[config.mk]
export PLATFORM = sky130hd
export DESIGN_NAME = csfb_core_status
export DESIGN_NICKNAME = d
export VERILOG_FILES = /design/src/design/csfb_alu_flags.v /design/src/design/csfb_bank_decode.v /design/src/design/csfb_core_status.v
export VERILOG_INCLUDE_DIRS = /design/src /design/src/design
export SDC_FILE = /design/constraint.sdc
export NUM_CORES = 1
export LEC_CHECK = 0
export BUFFER_PORTS_ARGS = -buffer_cell sky130_fd_sc_hd__buf_2
export CORE_MARGIN = 5
export CORE_UTILIZATION = 52
export CTS_CLUSTER_SIZE = 14
export DETAILED_ROUTE_END_ITERATION = 6
export GPL_TIMING_DRIVEN = 0
export PLACE_DENSITY = 0.72
export REMOVE_ABC_BUFFERS = 1
export SYNTH_ARGS = -nofsm -noshare
export SYNTH_HDL_FRONTEND = slang
export SYNTH_SLANG_ARGS = --single-unit
[constraint.sdc]
create_clock -name i_ref_clk -period 2 [get_ports i_ref_clk]
set_input_delay 0.1 -clock i_ref_clk [delete_from_list [all_inputs] [get_ports i_ref_clk]]
set_output_delay 0.1 -clock i_ref_clk [all_outputs]
set_load 0.005 [all_outputs]
[src/design/csfb_map.vh]
`ifndef CSFB_MAP_VH
`define CSFB_MAP_VH

// Flag positions in the core flags / reset cause register
`define CSFB_FLAG_CARRY       0
`define CSFB_FLAG_NIBBLE      1
`define CSFB_FLAG_ZERO        2
`define CSFB_FLAG_SLEEP       3
`define CSFB_FLAG_WDOG        4

// Reset value and read mask of the flags register
`define CSFB_STATUS_RST       8'h18
`define CSFB_STATUS_RD_MASK   8'h1f

// Core register window at the bottom of every served bank
`define CSFB_CORE_LAST        7'h0b
`define CSFB_CORE_STATUS_IDX  4'h3

// Common region at the top of every served bank
`define CSFB_COMMON_BASE      7'h70

// Banks served by this map
`define CSFB_BANK_FIRST       5'h08
`define CSFB_BANK_LAST        5'h17

// Operation kinds from the instruction decoder
`define CSFB_OP_NONE          3'h0
`define CSFB_OP_ADD           3'h1
`define CSFB_OP_SUB           3'h2
`define CSFB_OP_LOGIC         3'h3
`define CSFB_OP_ROT_RIGHT     3'h4
`define CSFB_OP_ROT_LEFT      3'h5
`define CSFB_OP_CLEAR         3'h6

`endif

[src/design/csfb_alu_flags.v]
`timescale 1ns/1ps
`include "csfb_map.vh"

module csfb_alu_flags (
  input  wire [2:0] i_op_kind,
  input  wire [7:0] i_op_a,
  input  wire [7:0] i_op_b,
  input  wire       i_carry_in,
  output reg  [7:0] o_result,
  output reg  [2:0] o_flags,
  output reg  [2:0] o_flag_mask
);

  reg [8:0] sum9;
  reg [4:0] sum5;

  // Result and flags for each kind of operation
  always @* begin
    sum9        = 9'h000;
    sum5        = 5'h00;
    o_result    = i_op_a;
    o_flags     = 3'h0;
    o_flag_mask = 3'h0;
    case (i_op_kind)
      `CSFB_OP_ADD: begin
        sum9        = {1'b0, i_op_a} + {1'b0, i_op_b};
        sum5        = {1'b0, i_op_a[3:0]} + {1'b0, i_op_b[3:0]};
        o_result    = sum9[7:0];
        o_flag_mask = 3'h7;
      end
      `CSFB_OP_SUB: begin
        // Add two's complement, carries read as inverted borrows
        sum9        = {1'b0, i_op_a} + {1'b0, ~i_op_b} + 9'h001; // RULE11
        sum5        = {1'b0, i_op_a[3:0]} + {1'b0, ~i_op_b[3:0]} + 5'h01; // RULE11
        o_result    = sum9[7:0];
        o_flag_mask = 3'h7;
      end
      `CSFB_OP_LOGIC: begin
        o_result    = i_op_a;
        o_flag_mask = 3'h4;
      end
      `CSFB_OP_ROT_RIGHT: begin
        o_result    = {i_carry_in, i_op_a[7:1]};
        o_flag_mask = 3'h1;
      end
      `CSFB_OP_ROT_LEFT: begin
        o_result    = {i_op_a[6:0], i_carry_in};
        o_flag_mask = 3'h1;
      end
      `CSFB_OP_CLEAR: begin
        o_result    = 8'h00;
        o_flag_mask = 3'h4;
      end
      default: begin
        o_result    = i_op_a;
        o_flag_mask = 3'h0;
      end
    endcase
    o_flags[`CSFB_FLAG_ZERO]   = (o_result == 8'h00); // RULE8
    o_flags[`CSFB_FLAG_NIBBLE] = sum5[4]; // RULE9
    if (i_op_kind == `CSFB_OP_ROT_RIGHT)
      o_flags[`CSFB_FLAG_CARRY] = i_op_a[0]; // RULE12
    else if (i_op_kind == `CSFB_OP_ROT_LEFT)
      o_flags[`CSFB_FLAG_CARRY] = i_op_a[7]; // RULE12
    else
      o_flags[`CSFB_FLAG_CARRY] = sum9[8]; // RULE10
  end

endmodule // csfb_alu_flags

[src/design/csfb_bank_decode.v]
`timescale 1ns/1ps
`include "csfb_map.vh"

module csfb_bank_decode (
  input  wire [4:0]  i_bank_sel,
  input  wire [6:0]  i_offset,
  output wire        o_in_range,
  output wire        o_core_hit,
  output wire [3:0]  o_core_idx,
  output wire        o_common_hit,
  output wire [3:0]  o_common_idx,
  output wire        o_unimpl_hit,
  output wire [11:0] o_data_addr
);

  // Bank times 80h plus in-bank offset
  assign o_data_addr  = {i_bank_sel, i_offset}; // RULE16

  // Banks 8 to 23 only
  assign o_in_range   = (i_bank_sel >= `CSFB_BANK_FIRST) && (i_bank_sel <= `CSFB_BANK_LAST);

  // Region split inside a bank
  assign o_core_hit   = o_in_range && (i_offset <= `CSFB_CORE_LAST); // RULE13
  assign o_core_idx   = i_offset[3:0];
  assign o_common_hit = o_in_range && (i_offset >= `CSFB_COMMON_BASE); // RULE15
  assign o_common_idx = i_offset[3:0];
  assign o_unimpl_hit = o_in_range && !o_core_hit && !o_common_hit; // RULE14

endmodule // csfb_bank_decode

[src/design/csfb_core_status.v]
`timescale 1ns/1ps
`include "csfb_map.vh"
// Behaviour
// RULE1: Flags register is a normal destination for any instruction.
// RULE2: Flag-updating op into flags register drops written flags, loads computed ones.
// RULE3: Watchdog expiry and sleep entered flags ignore all writes.
// RULE4: Bits seven to five are unimplemented and read zero.
// RULE5: File clear on flags register zeros upper bits, sets zero flag.
// RULE6: Watchdog flag 1 on power-up, watchdog clear, sleep; 0 on timeout.
// RULE7: Sleep flag 1 on power-up or watchdog clear; 0 on sleep.
// RULE8: Zero flag set when result is zero, cleared otherwise.
// RULE9: Nibble carry is carry out of bit three on add/subtract.
// RULE10: Carry is carry out of the top bit on add/subtract.
// RULE11: Subtract adds two's complement, so carries are inverted borrows.
// RULE12: Rotates load carry with source low or high bit.
// RULE13: Offsets 00h to 0Bh of banks 8 to 23 reach core registers.
// RULE14: Unimplemented locations ignore writes and read zero.
// RULE15: Offsets 70h to 7Fh of every bank reach the common region; the code maps them only in banks 8 to 23.
// RULE16: Data address is bank times 80h plus seven-bit offset.

module csfb_core_status (
  input  wire        i_ref_clk,
  input  wire        i_rst,
  input  wire [4:0]  i_bank_sel,
  input  wire [6:0]  i_offset,
  input  wire        i_rd_en,
  input  wire        i_wr_en,
  input  wire [7:0]  i_wr_data,
  input  wire [7:0]  i_core_rd_data,
  input  wire        i_op_valid,
  input  wire [2:0]  i_op_kind,
  input  wire [7:0]  i_op_a,
  input  wire [7:0]  i_op_b,
  input  wire        i_watchdog_clear_instr,
  input  wire        i_sleep_instr,
  input  wire        i_watchdog_timeout,
  output wire [7:0]  o_status,
  output wire [7:0]  o_alu_result,
  output wire        o_alu_valid,
  output wire [7:0]  o_rd_data,
  output wire        o_rd_valid,
  output wire [11:0] o_data_addr,
  output wire        o_core_wr_stb,
  output wire [3:0]  o_core_wr_idx,
  output wire [7:0]  o_core_wr_data,
  output wire        o_unmapped_access
);

  ////////////////////////////////////////////////////////////////////////////
  // Address decode and flag computation

  wire        dec_in_range;
  wire        dec_core_hit;
  wire [3:0]  dec_core_idx;
  wire        dec_common_hit;
  wire [3:0]  dec_common_idx;
  wire        dec_unimpl_hit;
  wire [11:0] dec_data_addr;
  wire [7:0]  alu_result;
  wire [2:0]  alu_flags;
  wire [2:0]  alu_mask;

  reg  [7:0]  status_ff;
  reg  [7:0]  nxt_status;
  reg  [7:0]  common_mem [0:15];
  reg  [7:0]  rd_data_ff;
  reg  [7:0]  nxt_rd_data;
  reg         rd_valid_ff;
  reg  [7:0]  alu_result_ff;
  reg         alu_valid_ff;
  reg  [11:0] data_addr_ff;
  reg         core_wr_stb_ff;
  reg  [3:0]  core_wr_idx_ff;
  reg  [7:0]  core_wr_data_ff;
  reg         unmapped_ff;

  csfb_bank_decode u_decode (
    .i_bank_sel   (i_bank_sel),
    .i_offset     (i_offset),
    .o_in_range   (dec_in_range),
    .o_core_hit   (dec_core_hit),
    .o_core_idx   (dec_core_idx),
    .o_common_hit (dec_common_hit),
    .o_common_idx (dec_common_idx),
    .o_unimpl_hit (dec_unimpl_hit),
    .o_data_addr  (dec_data_addr)
  );

  csfb_alu_flags u_alu (
    .i_op_kind   (i_op_kind),
    .i_op_a      (i_op_a),
    .i_op_b      (i_op_b),
    .i_carry_in  (status_ff[`CSFB_FLAG_CARRY]),
    .o_result    (alu_result),
    .o_flags     (alu_flags),
    .o_flag_mask (alu_mask)
  );

  ////////////////////////////////////////////////////////////////////////////
  // Access qualifiers

  wire status_hit;
  wire status_wr;
  wire flag_op;
  wire flag_wr_block;

  // Flags register sits at core index 3 of every served bank
  assign status_hit    = dec_core_hit && (dec_core_idx == `CSFB_CORE_STATUS_IDX); // RULE1
  assign status_wr     = i_wr_en && status_hit; // RULE1
  assign flag_op       = i_op_valid && (alu_mask != 3'h0);
  // Any flag-updating op masks the written value of all three flags
  assign flag_wr_block = flag_op; // RULE2

  ////////////////////////////////////////////////////////////////////////////
  // Next value of the arithmetic flags, one slice per flag

  wire [2:0] nxt_flags;

  // Each slice picks the computed value, the written value or a hold
  genvar g;
  generate
    for (g = 0; g < 3; g = g + 1) begin : g_flag
      assign nxt_flags[g] = (i_op_valid && alu_mask[g]) ? alu_flags[g] : // RULE2
                            (status_wr && !flag_wr_block) ? i_wr_data[g] : // RULE1
                            status_ff[g];
    end
  endgenerate

  ////////////////////////////////////////////////////////////////////////////
  // Next value of the reset cause flags

  reg        nxt_wdog;
  reg        nxt_sleep;

  // Core events only, register writes never reach these two bits
  always @* begin
    nxt_wdog  = status_ff[`CSFB_FLAG_WDOG];
    nxt_sleep = status_ff[`CSFB_FLAG_SLEEP];
    // Watchdog clear marks a clean run
    if (i_watchdog_clear_instr) begin
      nxt_wdog  = 1'b1; // RULE6
      nxt_sleep = 1'b1; // RULE7
    end
    // Sleep entry overrides clear for the sleep flag
    if (i_sleep_instr) begin
      nxt_wdog  = 1'b1; // RULE6
      nxt_sleep = 1'b0; // RULE7
    end
    // Timeout is the latest event and wins
    if (i_watchdog_timeout) begin
      nxt_wdog  = 1'b0; // RULE6
    end
  end

  ////////////////////////////////////////////////////////////////////////////
  // Next value of the whole flags register

  // Upper bits never hold a one
  always @* begin
    nxt_status                   = 8'h00; // RULE4 RULE5
    nxt_status[`CSFB_FLAG_WDOG]  = nxt_wdog; // RULE3
    nxt_status[`CSFB_FLAG_SLEEP] = nxt_sleep; // RULE3
    nxt_status[2:0]              = nxt_flags;
  end

  // Flags register, power-up value on reset
  always @(posedge i_ref_clk) begin
    if (i_rst) begin
      status_ff <= `CSFB_STATUS_RST; // RULE6 RULE7
    end else begin
      status_ff <= nxt_status; // RULE3
    end
  end

  ////////////////////////////////////////////////////////////////////////////
  // Common region storage

  // Writes land only on the shared region
  always @(posedge i_ref_clk) begin
    if (i_wr_en && dec_common_hit) begin
      common_mem[dec_common_idx] <= i_wr_data; // RULE15
    end
  end

  ////////////////////////////////////////////////////////////////////////////
  // Region of the current access

  localparam [1:0] RGN_UNIMPL = 2'h0;
  localparam [1:0] RGN_STATUS = 2'h1;
  localparam [1:0] RGN_CORE   = 2'h2;
  localparam [1:0] RGN_COMMON = 2'h3;

  reg        [1:0] access_rgn;

  // Status first, since it also sits in the core window
  always @* begin
    access_rgn = RGN_UNIMPL; // RULE14
    if (status_hit) begin
      access_rgn = RGN_STATUS;
    end else if (dec_core_hit) begin
      access_rgn = RGN_CORE; // RULE13
    end else if (dec_common_hit) begin
      access_rgn = RGN_COMMON; // RULE15
    end
  end

  ////////////////////////////////////////////////////////////////////////////
  // Read data mux

  // Unimplemented and out of range locations read zero
  always @* begin
    nxt_rd_data = 8'h00;
    case (access_rgn)
      RGN_STATUS: begin
        nxt_rd_data = status_ff & `CSFB_STATUS_RD_MASK; // RULE4
      end
      RGN_CORE: begin
        nxt_rd_data = i_core_rd_data; // RULE13
      end
      RGN_COMMON: begin
        nxt_rd_data = common_mem[dec_common_idx]; // RULE15
      end
      default: begin
        nxt_rd_data = 8'h00; // RULE14
      end
    endcase
  end

  // Registered read answer
  always @(posedge i_ref_clk) begin
    if (i_rst) begin
      rd_data_ff  <= 8'h00;
      rd_valid_ff <= 1'b0;
    end else begin
      rd_valid_ff <= i_rd_en;
      if (i_rd_en) begin
        rd_data_ff <= nxt_rd_data;
      end
    end
  end

  ////////////////////////////////////////////////////////////////////////////
  // Forwarding of other core register writes

  // Status writes are handled here, the rest go back to the core
  always @(posedge i_ref_clk) begin
    if (i_rst) begin
      core_wr_stb_ff  <= 1'b0;
      core_wr_idx_ff  <= 4'h0;
      core_wr_data_ff <= 8'h00;
    end else begin
      core_wr_stb_ff <= i_wr_en && dec_core_hit && !status_hit; // RULE13
      if (i_wr_en && dec_core_hit) begin
        core_wr_idx_ff  <= dec_core_idx;
        core_wr_data_ff <= i_wr_data;
      end
    end
  end

  ////////////////////////////////////////////////////////////////////////////
  // ALU result reporting

  // Result of the last valid operation, valid as a pulse
  always @(posedge i_ref_clk) begin
    if (i_rst) begin
      alu_result_ff <= 8'h00;
      alu_valid_ff  <= 1'b0;
    end else begin
      alu_valid_ff <= i_op_valid;
      if (i_op_valid) begin
        alu_result_ff <= alu_result;
      end
    end
  end

  ////////////////////////////////////////////////////////////////////////////
  // Address reporting

  // Address of the last access, held between accesses
  always @(posedge i_ref_clk) begin
    if (i_rst) begin
      data_addr_ff <= 12'h000;
      unmapped_ff  <= 1'b0;
    end else begin
      if (i_rd_en || i_wr_en) begin
        data_addr_ff <= dec_data_addr; // RULE16
      end
      // Accesses that touch nothing real
      unmapped_ff <= (i_rd_en || i_wr_en) && (dec_unimpl_hit || !dec_in_range); // RULE14
    end
  end

  ////////////////////////////////////////////////////////////////////////////
  // Outputs

  // Every output straight from its flip-flop
  assign o_status          = status_ff;
  assign o_alu_result      = alu_result_ff;
  assign o_alu_valid       = alu_valid_ff;
  assign o_rd_data         = rd_data_ff;
  assign o_rd_valid        = rd_valid_ff;
  assign o_data_addr       = data_addr_ff;
  assign o_core_wr_stb     = core_wr_stb_ff;
  assign o_core_wr_idx     = core_wr_idx_ff;
  assign o_core_wr_data    = core_wr_data_ff;
  assign o_unmapped_access = unmapped_ff;

endmodule // csfb_core_status

=== Word-level counts from Yosys, hierarchy flattened ===
Memories as Yosys holds them, arrays and structs flattened.
Index checks and enable logic that the tools add are counted.

* Bits in registers: 52
* Memory bits (writable): 128
* Bits of input ports: 55
* Logic and storage cells: 93
* Memories kept: 1

{| class="wikitable"
|+ Memories
! name !! depth !! bits a word !! rd ports !! clocked after Yosys merged registers in !! wr ports !! RTL line !! text
|-
| common_mem || 16 || 8 || 1 || 0 || 1 || csfb_core_status.v:65 || <nowiki>reg [7:0] common_mem [0:15];</nowiki>
|}

* $add $sub $neg: 6
* Magnitude comparators: 4
* Equality and inequality tests: 10
* Muxes and demuxes: 22
* Bitwise operators: 2
* Reductions and logical operators: 33

{| class="wikitable"
|+ Operator list
! cell !! number
|-
| $pmux W8 S5 || 1
|-
| $pmux W8 S3 || 1
|-
| $add A8 B8 Y9 || 2
|-
| $pmux W9 S2 || 1
|-
| $logic_and A1 B1 Y1 || 16
|-
| $mux W1 || 14
|-
| $add A4 B4 Y5 || 2
|-
| $pmux W5 S2 || 1
|-
| $add A9 B1 Y9 const B || 1
|-
| $eq A3 B3 Y1 const B || 3
|-
| $pmux W3 S3 || 1
|-
| $logic_not A8 Y1 || 1
|-
| $not A8 Y8 || 1
|-
| $reduce_bool A2 Y1 || 4
|-
| $ge A7 B7 Y1 const B || 1
|-
| $le A7 B4 Y1 const B || 1
|-
| $eq A3 B2 Y1 const B || 2
|-
| $mux W2 || 3
|-
| $reduce_bool A3 Y1 || 2
|-
| $reduce_or A2 Y1 || 3
|-
| $add A5 B1 Y5 const B || 1
|-
| $ge A5 B4 Y1 const B || 1
|-
| $le A5 B5 Y1 const B || 1
|-
| $logic_not A1 Y1 || 5
|-
| other kinds (6) || 8
|}

=== Depth between registers and ports, before layout ===
Gate-level depths: netlist (run 1).

* Word-level depth: 9
* Mapped depth: 10
* Depth with buffers taken out: 10

=== By module ===
Synthesis (run 1) repeated with hierarchy kept, for this count alone.

* Cell total of the unflattened synthesis: 685
* Area, all modules: 8310.5 µm²

{| class="wikitable"
|+ Modules (own cells, without submodules)
! module !! instances !! cells an instance !! area each (µm²)
|-
| csfb_core_status || 1 || 479 || 6905.4
|-
| csfb_alu_flags || 1 || 179 || 1191.1
|-
| csfb_bank_decode || 1 || 27 || 214.0
|}

=== Worst setup path after synthesis (run 1) ===
OpenSTA, ideal clock, no wires.

* Kind: input to register
* Start point: input i_bank_sel[3]
* End point: memory common_mem[0][0], enable pin
* Arrival time: 1.713 ns
* Data required time: 1.617 ns
* Path slack: -0.097 ns
* Stages: 5
* Buffers on the path: 0
* Cells stage by stage: xnor2_1 nor2_1 nand2_1 or3_1 nor3_1

* Longest elaborated chain between the ends: 6
* Elaborated cells between the ends (all ways): 7

{| class="wikitable"
|+ RTL lines
! what !! RTL line !! text
|-
| start, declared || csfb_core_status.v:24 || <nowiki>input wire [4:0] i_bank_sel,</nowiki>
|-
| $ge A5 B4 Y1 (no source line) / $le A5 B5 Y1 (equally long branches) || n/a ||
|-
| $logic_and A1 B1 Y1 (*) || csfb_bank_decode.v:20 || <nowiki>assign o_in_range = (i_bank_sel >= `CSFB_BANK_FIRST) && (i_bank_sel <= `CSFB_BANK_LAST);</nowiki>
|-
| $logic_and A1 B1 Y1 (*) || csfb_bank_decode.v:25 || <nowiki>assign o_common_hit = o_in_range && (i_offset >= `CSFB_COMMON_BASE);</nowiki>
|-
| $logic_and A1 B1 Y1 (*) || csfb_core_status.v:180 || <nowiki>if (i_wr_en && dec_common_hit) begin</nowiki>
|-
| $mux W1 (*) || csfb_core_status.v:180 ||
|-
| $mux W1 (not written as such) (*) || csfb_core_status.v:181 || <nowiki>common_mem[dec_common_idx] <= i_wr_data;</nowiki>
|-
| end, declared || csfb_core_status.v:65 ||
|}

Mark *: on every way between the ends. The rest lies on a longest branch, timed or not.

=== Worst setup path after layout (run 1) ===
* Start point: input i_bank_sel[3]
* End point: memory common_mem[12][3], enable pin

The elaborated chain is that of the path after synthesis.

==> results of run 1 <==
[worst max-delay path, cell delays in order]
cell,delay [ns]
buf_2,0.12
xnor2_1,0.17
nor2_2,0.48
nand2_1,0.19
or3_1,0.43
nor2_1,0.66
[power by group through the flow]
stage	Combinational [mW]	Sequential (mW)	Clock [mW]
detailed placement	0.758	4.08	0
floorplan	0.409	4.08	0
finish	0.843	4.00	3.20
global placement	0.741	4.08	0
global route	0.915	4.00	3.43
CTS	0.828	4.00	3.25
[sequential cells by signal, indices dropped and copies added, names as in the netlist]
| name | cells |
|---|---|
| o_alu_valid | 1 |
| o_status | 5 |
| o_rd_data | 8 |
| o_core_wr_idx | 4 |
| o_unmapped_access | 1 |
| o_data_addr | 12 |
| o_alu_result | 8 |
| o_core_wr_data | 8 |
| common_mem | 128 |
| o_core_wr_stb | 1 |
| o_rd_valid | 1 |
[routing by layer]
metal  vias up  GRT usage, %  part of all wire, %
met1      2683          29.3                   42
met3        19          5.33                  7.4
met5         -             0                0.068
met2       230          36.2                   50
li1       2469             -                    -
met4         2          5.15                  1.2
[through the flow]
stage | TNS (ns) | std cells | cell area [sq um] | power, mW
after floorplan | -0.915 | 556 | 7830 | 4.49
after global placement | -109.68 | 847 | 8580 | 4.82
after detailed placement | -120.32 | 847 | 8580 | 4.84
after CTS | -2.78 | 902 | 9470 | 8.08
after global routing | -4.43 | 902 | 9520 | 8.34
final | -2.22 | 902 | 9520 | 8.05
[cells in the mapped netlist, types with 2 or more instances]
cell       count  area (sq um)
inv_1         16          60.1
o21ai_1        8          40.0
a22oi_1        4          30.0
a211oi_1       4          30.0
a21o_1         4          30.0
o31ai_1        2          15.0
o21bai_1       2          15.0
o221a_1        2          22.5
xor2_1         2          17.5
mux4_2        40           901
dfxtp_1       49           981
nand2b_1      12          75.1
or2_2          2          12.5
clkbuf_1      19          71.3
ha_1          17           213
or3b_1         2          17.5
and3_1         2          12.5
xnor2_1        3          26.3
mux2i_1       17           170
or3_1          3          18.8
o221a_2        2          22.5
o2bb2ai_1      2          17.5
nor2b_1        9          56.3
edfxtp_1     128          3840
fa_1           2          40.0
nor3b_1        3          22.5
o21a_1         2          15.0
inv_2          4          15.0
buf_2         10          50.1
o221ai_1       6          52.6
nand4_1        2          12.5
nand3_1        5          25.0
nor2_1        56           210
o21ai_0       14          70.1
nand2_1       47           176
a222oi_1       5          50.1
o22ai_1        2          12.5
a21oi_1       36           180
nor3_1        12          60.1
buf_4          6          45.0
o41ai_2        2          32.5
[worst min-delay path by stage]
stage	end	depth (start not counted)	slack [ns]	from
global placement	o_status[4]$_SDFFE_PP1P_	2	0.30	i_watchdog_timeout
finish	o_rd_data[7]$_SDFFE_PP0P_	3	0.03	i_core_rd_data[7]
detailed placement	o_status[4]$_SDFFE_PP1P_	2	0.31	i_watchdog_timeout
CTS	o_rd_valid$_SDFF_PP0_	2	0.00003	i_rd_en
global route	o_rd_valid$_SDFF_PP0_	2	0.02	i_rd_en
floorplan	o_alu_valid$_SDFF_PP0_	1	0.17	i_rst
[cell families (layout without fill, tap and decap cells)]
| group | after synthesis | in the layout |
|---|---|---|
| multiplexers | 58 | 58 |
| other | 1 | 3 |
| buffers and inverters | 58 | 179 |
| adder cells (fa/ha/maj) | 19 | 19 |
| AND/OR/NAND/NOR | 159 | 159 |
| XOR/XNOR | 5 | 5 |
| AO/OA/AOI/OAI | 114 | 114 |
| flip-flops | 177 | 177 |
[cell type report]
type                    count  area [sq um]
fillers                  1127          5630
flip-flops and latches    177          4820
multi-input cells         358          3060
repair buffers            126           751
clock buffers              18           429
well taps                 188           235
clock inverters            14           140
inverters                  21          81.3
[timing repair]
action                                 in CTS  in global routing
setup buffers                               4                  0
hold buffers                               19                  0
gates resized for setup                    26                 14
endpoints found under the hold margin      17                  0
pin swaps                                   8                  4
setup endpoints to repair                 140                 98
==> results.tsv, run 1 <==
metric	value	unit
outcome	complete, but fails checks	
failing checks	setup timing	
worst setup path end	common_mem[12][3]$_DFFE_PP_	
worst slack, placed	-1.24	ns
vias in the first global route	5287	
Pre-antenna DRT Iters	5	
Antenna Nets Post-Route	0	
number of synthesized register bits	177	
number of flops mapped to enable cells by yosys	128	
CP endpoint kind	register	
Peak VDD IR	670	uV
WP data arrival	2.16	ns
I/O Pins	107	
Synth cell types	67	
CP startpoint kind	primary input	
clock latency on the worst-skew pair	0.43	ns
# DRC	0	
first-pass GRT wire length	29800	microns
initial antenna violation count	1	
largest net degree at the start of global routing	44	
commonest non-fill, non-tap cell in the layout	edfxtp_1	
RSZ-0062 raised after global routing	yes	
fin util	62.8	%
Leak	3.57	nW
hpwl dp	12900	microns
post-synthesis mux area share	13.5	%
commonest non-fill, non-tap cells in the layout	edfxtp_1 (128), buf_2 (100), dfxtp_1 (49), nand2_1 (46), nor2_1 (46)	
post-synthesis async set-or-reset flop share	0	%
Die Ht	134	microns
Worst R2R Start	common_mem[14][3]$_DFFE_PP_	
Synth warnings	0	
Internal Pwr Total	6.17	mW
Clk pwr share	39.8	%
routed vias	5403	
Final #Nets	775	
CTS max path bufs	2	
main combinational cell family by area after synthesis	multiplexers	
Vias/cell	5.99	
Final min period	2.10	ns
Power Density	845	nW/um^2
fmax	475	MHz
Hold Crit Class	in2reg	
hold_ws	0.0264	ns
width of the die	134	microns
overflow left after global routing	0	
Worst R2R End	o_rd_data[3]$_SDFFE_PP0P_	
Initial Util	52.8	%
Worst Skew	0.0114	ns
Core Area	15100	sq um
Die ar.	18000	sq um
slew at the pin closest to its max-slew limit	0.828	ns
Data required, critical path	2.05	ns
xor and xnor area share after synthesis	0.547	%
PortBufs	103	
ys flop type	edfxtp_1	
DR WL/cell	21.3	microns
crit path kind	in2reg	
Synth Area in Compound Gates	9.98	%
register-to-register setup slack	0.04	ns
Clock transition at path regs	0.06	ns
Num Clock Sinks	177	
Post-Synth Simple-Gate Area	9.17	%
starting DRC count in detailed routing	661	
Post-Syn Instances	591	
Slew headroom	44.5	%
endpoints failing hold	0	
NetSw	1.88	mW
gpl congestion	0.893	
layout cells sized above 1	30.5	%
CTS tree	yes	
# Max-Cap Violations	0	
n_diodes	0	
crit share post-route	105	%
sw frac	23.3	%
setup ws final	-0.105	ns
drt total wl	19200	microns
CTS buffer count	17	
Max Slew Vio Count	0	
Crit. Startpoint	i_bank_sel[3]	
CTS H-tree lvls	4	
Logic pwr share	10.5	%
area share of fa/ha/maj cells after synthesis	3.16	%
crit path max fanout	10	
Synth-to-Final Area Change	19.0	%
sequential-to-total area share from yosys stat	60.3	%
Flop pwr share	49.7	%
aggregate global-route resource usage	21.8	%
syn avg cell area	13.5	sq um
# rows	45	
Clock Root Buffer	clkbuf_16	
mapped cell area	8000	sq um
R2R depth	4	
Final Setup Violations	24	
(Power assumes the default switching activity.)
==> run 2, diff against run 1 <==
--- a/config.mk
+++ b/config.mk
@@ -14,6 +14,8 @@
 export GPL_TIMING_DRIVEN = 0
 export PLACE_DENSITY = 0.72
 export REMOVE_ABC_BUFFERS = 1
+export SLEW_MARGIN = 20
 export SYNTH_ARGS = -nofsm -noshare
 export SYNTH_HDL_FRONTEND = slang
+export SYNTH_HIERARCHICAL = 1
 export SYNTH_SLANG_ARGS = --single-unit
==> run 2 against run 1 <==
Compared with the run above: the flow still finishes with violations (setup timing); clock skew rose by 0.0034 ns; die area rose by 3.6%; critical endpoint is now o_status[2]$_SDFFE_PP0P_; clock power rose by 4%; sequential cell count did not move; core utilization fell by 1.4 points; largest power group unchanged; clock-buffer cell count rose by 8; hold slack improved by 0.049 ns; fmax rose by 1.0%; combinational power rose by 5.0%.
==> results.tsv, run 2 <==
metric	value	unit	change
outcome	complete, but fails checks		
failing checks	setup timing		
mapped cell area	8310	sq um	+3.9%
# rows	46		+2.2%
Num Clock Sinks	177		unchanged
CTS H-tree lvls	4		unchanged
CP endpoint kind	register		
setup TNS	-0.0835	ns	+2.14 ns
setup ws final	-0.0835	ns	+0.0214 ns
syn avg cell area	12.1	sq um	-10%
Final min period	2.08	ns	-0.0214 ns
largest net degree at the start of global routing	57		+30%
Final #Nets	839		+8.3%
Clock transition at path regs	0.06	ns	about the same
# Max-Cap Violations	0		unchanged
Power Density	850	nW/um^2	+0.57%
ys flop type	edfxtp_1		
initial antenna violation count	0		-1
most frequent cells after synthesis	edfxtp_1 (128), nand2_1 (67), a21oi_1 (52)		
Post-Syn Instances	685		+16%
critical path's largest stage delay	0.37	ns	-0.29 ns
CTS buffer count	17		unchanged
PortBufs	103		unchanged
hpwl dp	13400	microns	+4.6%
starting DRC count in detailed routing	498		-25%
CTS max path bufs	2		unchanged
Antenna Nets Post-Route	0		unchanged
most common cell in the netlist	edfxtp_1		
clock latency on the worst-skew pair	0.42	ns	about the same
CTS tree	yes		
width of the die	136	microns	+1.8%
I/O Pins	107		unchanged
Leak	3.58	nW	+0.17%
aggregate global-route resource usage	21.8	%	+0.025 points
Die Ht	136	microns	+1.8%
Pre-antenna DRT Iters	6		+1
routed vias	5823		+7.8%
crit share post-route	104	%	-1.1 points
n_diodes	0		unchanged
Top cell by count, worst path	nor2_1		
Final Setup Violations	1		-96%
Slowest-stage cell, CP	fa_2		
Yosys top cell by area	edfxtp_1		
slew at the pin closest to its max-slew limit	0.864	ns	+0.0361 ns
WP data arrival	2.41	ns	+0.25 ns
overflow left after global routing	0		unchanged
post-synthesis async set-or-reset flop share	0	%	unchanged
layout cells sized above 1	24.0	%	-6.5 points
gpl congestion	0.868		-2.8%
number of synthesized register bits	177		unchanged
register-to-register setup slack	-0.04	ns	-0.08 ns
met3 Resource Use GR	5.40	%	+0.077 points
Top Usage Layer GRT	met2		
met1 Use GR	30.1	%	+0.76 points
filler cell count in the final layout	1240		+10%
R2R depth	8		+4
Largest Register	common_mem		
commonest non-fill, non-tap cells in the layout	edfxtp_1 (128), buf_2 (98), nand2_1 (67), a21oi_1 (50), dfxtp_1 (48)		
first-pass GRT wire length	30500	microns	+2.6%
Synth cell types	69		+3.0%
met2 usage	34.8	%	-1.5 points
Data required, critical path	2.33	ns	+0.28 ns
Synth-to-Final Area Change	16.5	%	
vias in the first global route	5656		+7.0%
Die ar.	18600	sq um	+3.6%
crit path max fanout	5		-5
Vias/cell	5.86		-2.2%
sequential-to-total area share from yosys stat	58.1	%	-2.3 points
worst slack, placed	-0.679	ns	+0.566 ns
Area contributors post-synth	edfxtp_1 (46%), dfxtp_1 (12%), mux2i_1 (5.2%)		
CP startpoint kind	primary input		
Core Area	15800	sq um	+4.1%
Synth warnings	6		+6
DR WL/cell	20.4	microns	-4.4%
Clock Root Buffer	clkbuf_16		
Worst Skew	0.0148	ns	+0.00338 ns
Cell Chain, Critical Path	buf_6 > inv_2 > ha_2 > fa_2 > xnor2_1 > a22oi_1 > nor2_1 > o22a_1 > nand3b_1 > a221o_1 > nor4b_2 > nor2_1 > a211oi_1		
RSZ-0062 raised after global routing	yes		
number of flops mapped to enable cells by yosys	128		unchanged
Initial Util	52.7	%	-0.12 points
Hold Crit Class	in2reg		
WHS Path Cells	3		unchanged
Max Slew Vio Count	0		unchanged
commonest non-fill, non-tap cell in the layout	edfxtp_1		
share of the synthesized area in the top cell type	46.3	%	-1.8 points
Slew headroom	42.4	%	-2.1 points
crit path kind	in2reg		
drt total wl	20200	microns	+5.3%
Peak VDD IR	790	uV	+18%
fmax	480	MHz	+1.0%
# DRC	0		unchanged
max reg flops	128		unchanged
endpoints failing hold	0		unchanged
-- run 2: through the flow --
| stage | cells | area (sq um) | power (mW) | util (%) | hold slack, ns |
|---|---|---|---|---|---|
| after floorplan | 624 | 7920 | 4.50 | - | 0.167 |
| after global placement | 943 | 8700 | 4.84 | 55.2 | 0.296 |
| after detailed placement | 943 | 8730 | 4.87 | 55.4 | 0.307 |
| after CTS | 988 | 9510 | 8.20 | 60.3 | 0.0523 |
| after global routing | 994 | 9680 | 8.54 | 61.4 | 0.0855 |
| final | 994 | 9680 | 8.23 | 61.4 | 0.0755 |
-- run 2: worst max-delay path: cells and delay by family --
family                     cells  cell delay [ns]
xor gates and xnor gates       1             0.14
adders and majority gates      2             0.56
buffers and inverters          2             0.16
AOI/OAI and AO/OA              4             0.84
and+or+nand+nor                4             0.60
-- run 2: path summary, 6_finish.rpt --
path	end	from
max	o_status[2]$_SDFFE_PP0P_	i_op_a[0]
min	o_rd_data[6]$_SDFFE_PP0P_	i_core_rd_data[6]
max reg2reg	o_status[2]$_SDFFE_PP0P_	o_status[0]$_SDFFE_PP0P_
min reg2reg	o_data_addr[11]$_SDFFE_PP0P_	o_data_addr[11]$_SDFFE_PP0P_
-- run 2: per-layer routing --
metal	share of wire (%)	vias to the layer above
met5	0	-
met4	0.94	0
met3	8.9	20
met2	48	259
met1	42	2855
li1	-	2689
-- run 2: area by class of cell --
type / count / area [sq um] / area share (%)
inverters: 19 / 71.3 / 0.737
clock inverters: 6 / 131 / 1.36
multi-input cells: 429 / 3230 / 33.3
repair buffers: 121 / 697 / 7.20
well taps: 216 / 270 / 2.79
flip-flops and latches: 177 / 4830 / 49.9
clock buffers: 26 / 459 / 4.74
-- run 2: logic make-up after synthesis --
kind of cell | synth area share, %
other cells | 0.0451
mux | 9.70
flops | 58.1
buf+inv | 5.68
fa+ha+maj | 3.04
simple gates | 10.8
compound gates | 11.9
xor+xnor | 0.738
-- run 2: timing repair --
item                                   in CTS  in global routing
setup endpoints to repair                  23                 87
endpoints found under the hold margin      10                  0
gates resized for setup                    17                 28
gates cloned                                0                  1
pin swaps                                   8                 17
hold buffers                               12                  0
setup buffers                               1                  5
-- run 2: power breakdown --
part           internal, mW  switching [mW]  leakage [nW]
logic                 0.361           0.524          1.75
clock network          2.09            1.24         0.278
registers              3.98          0.0325          1.55
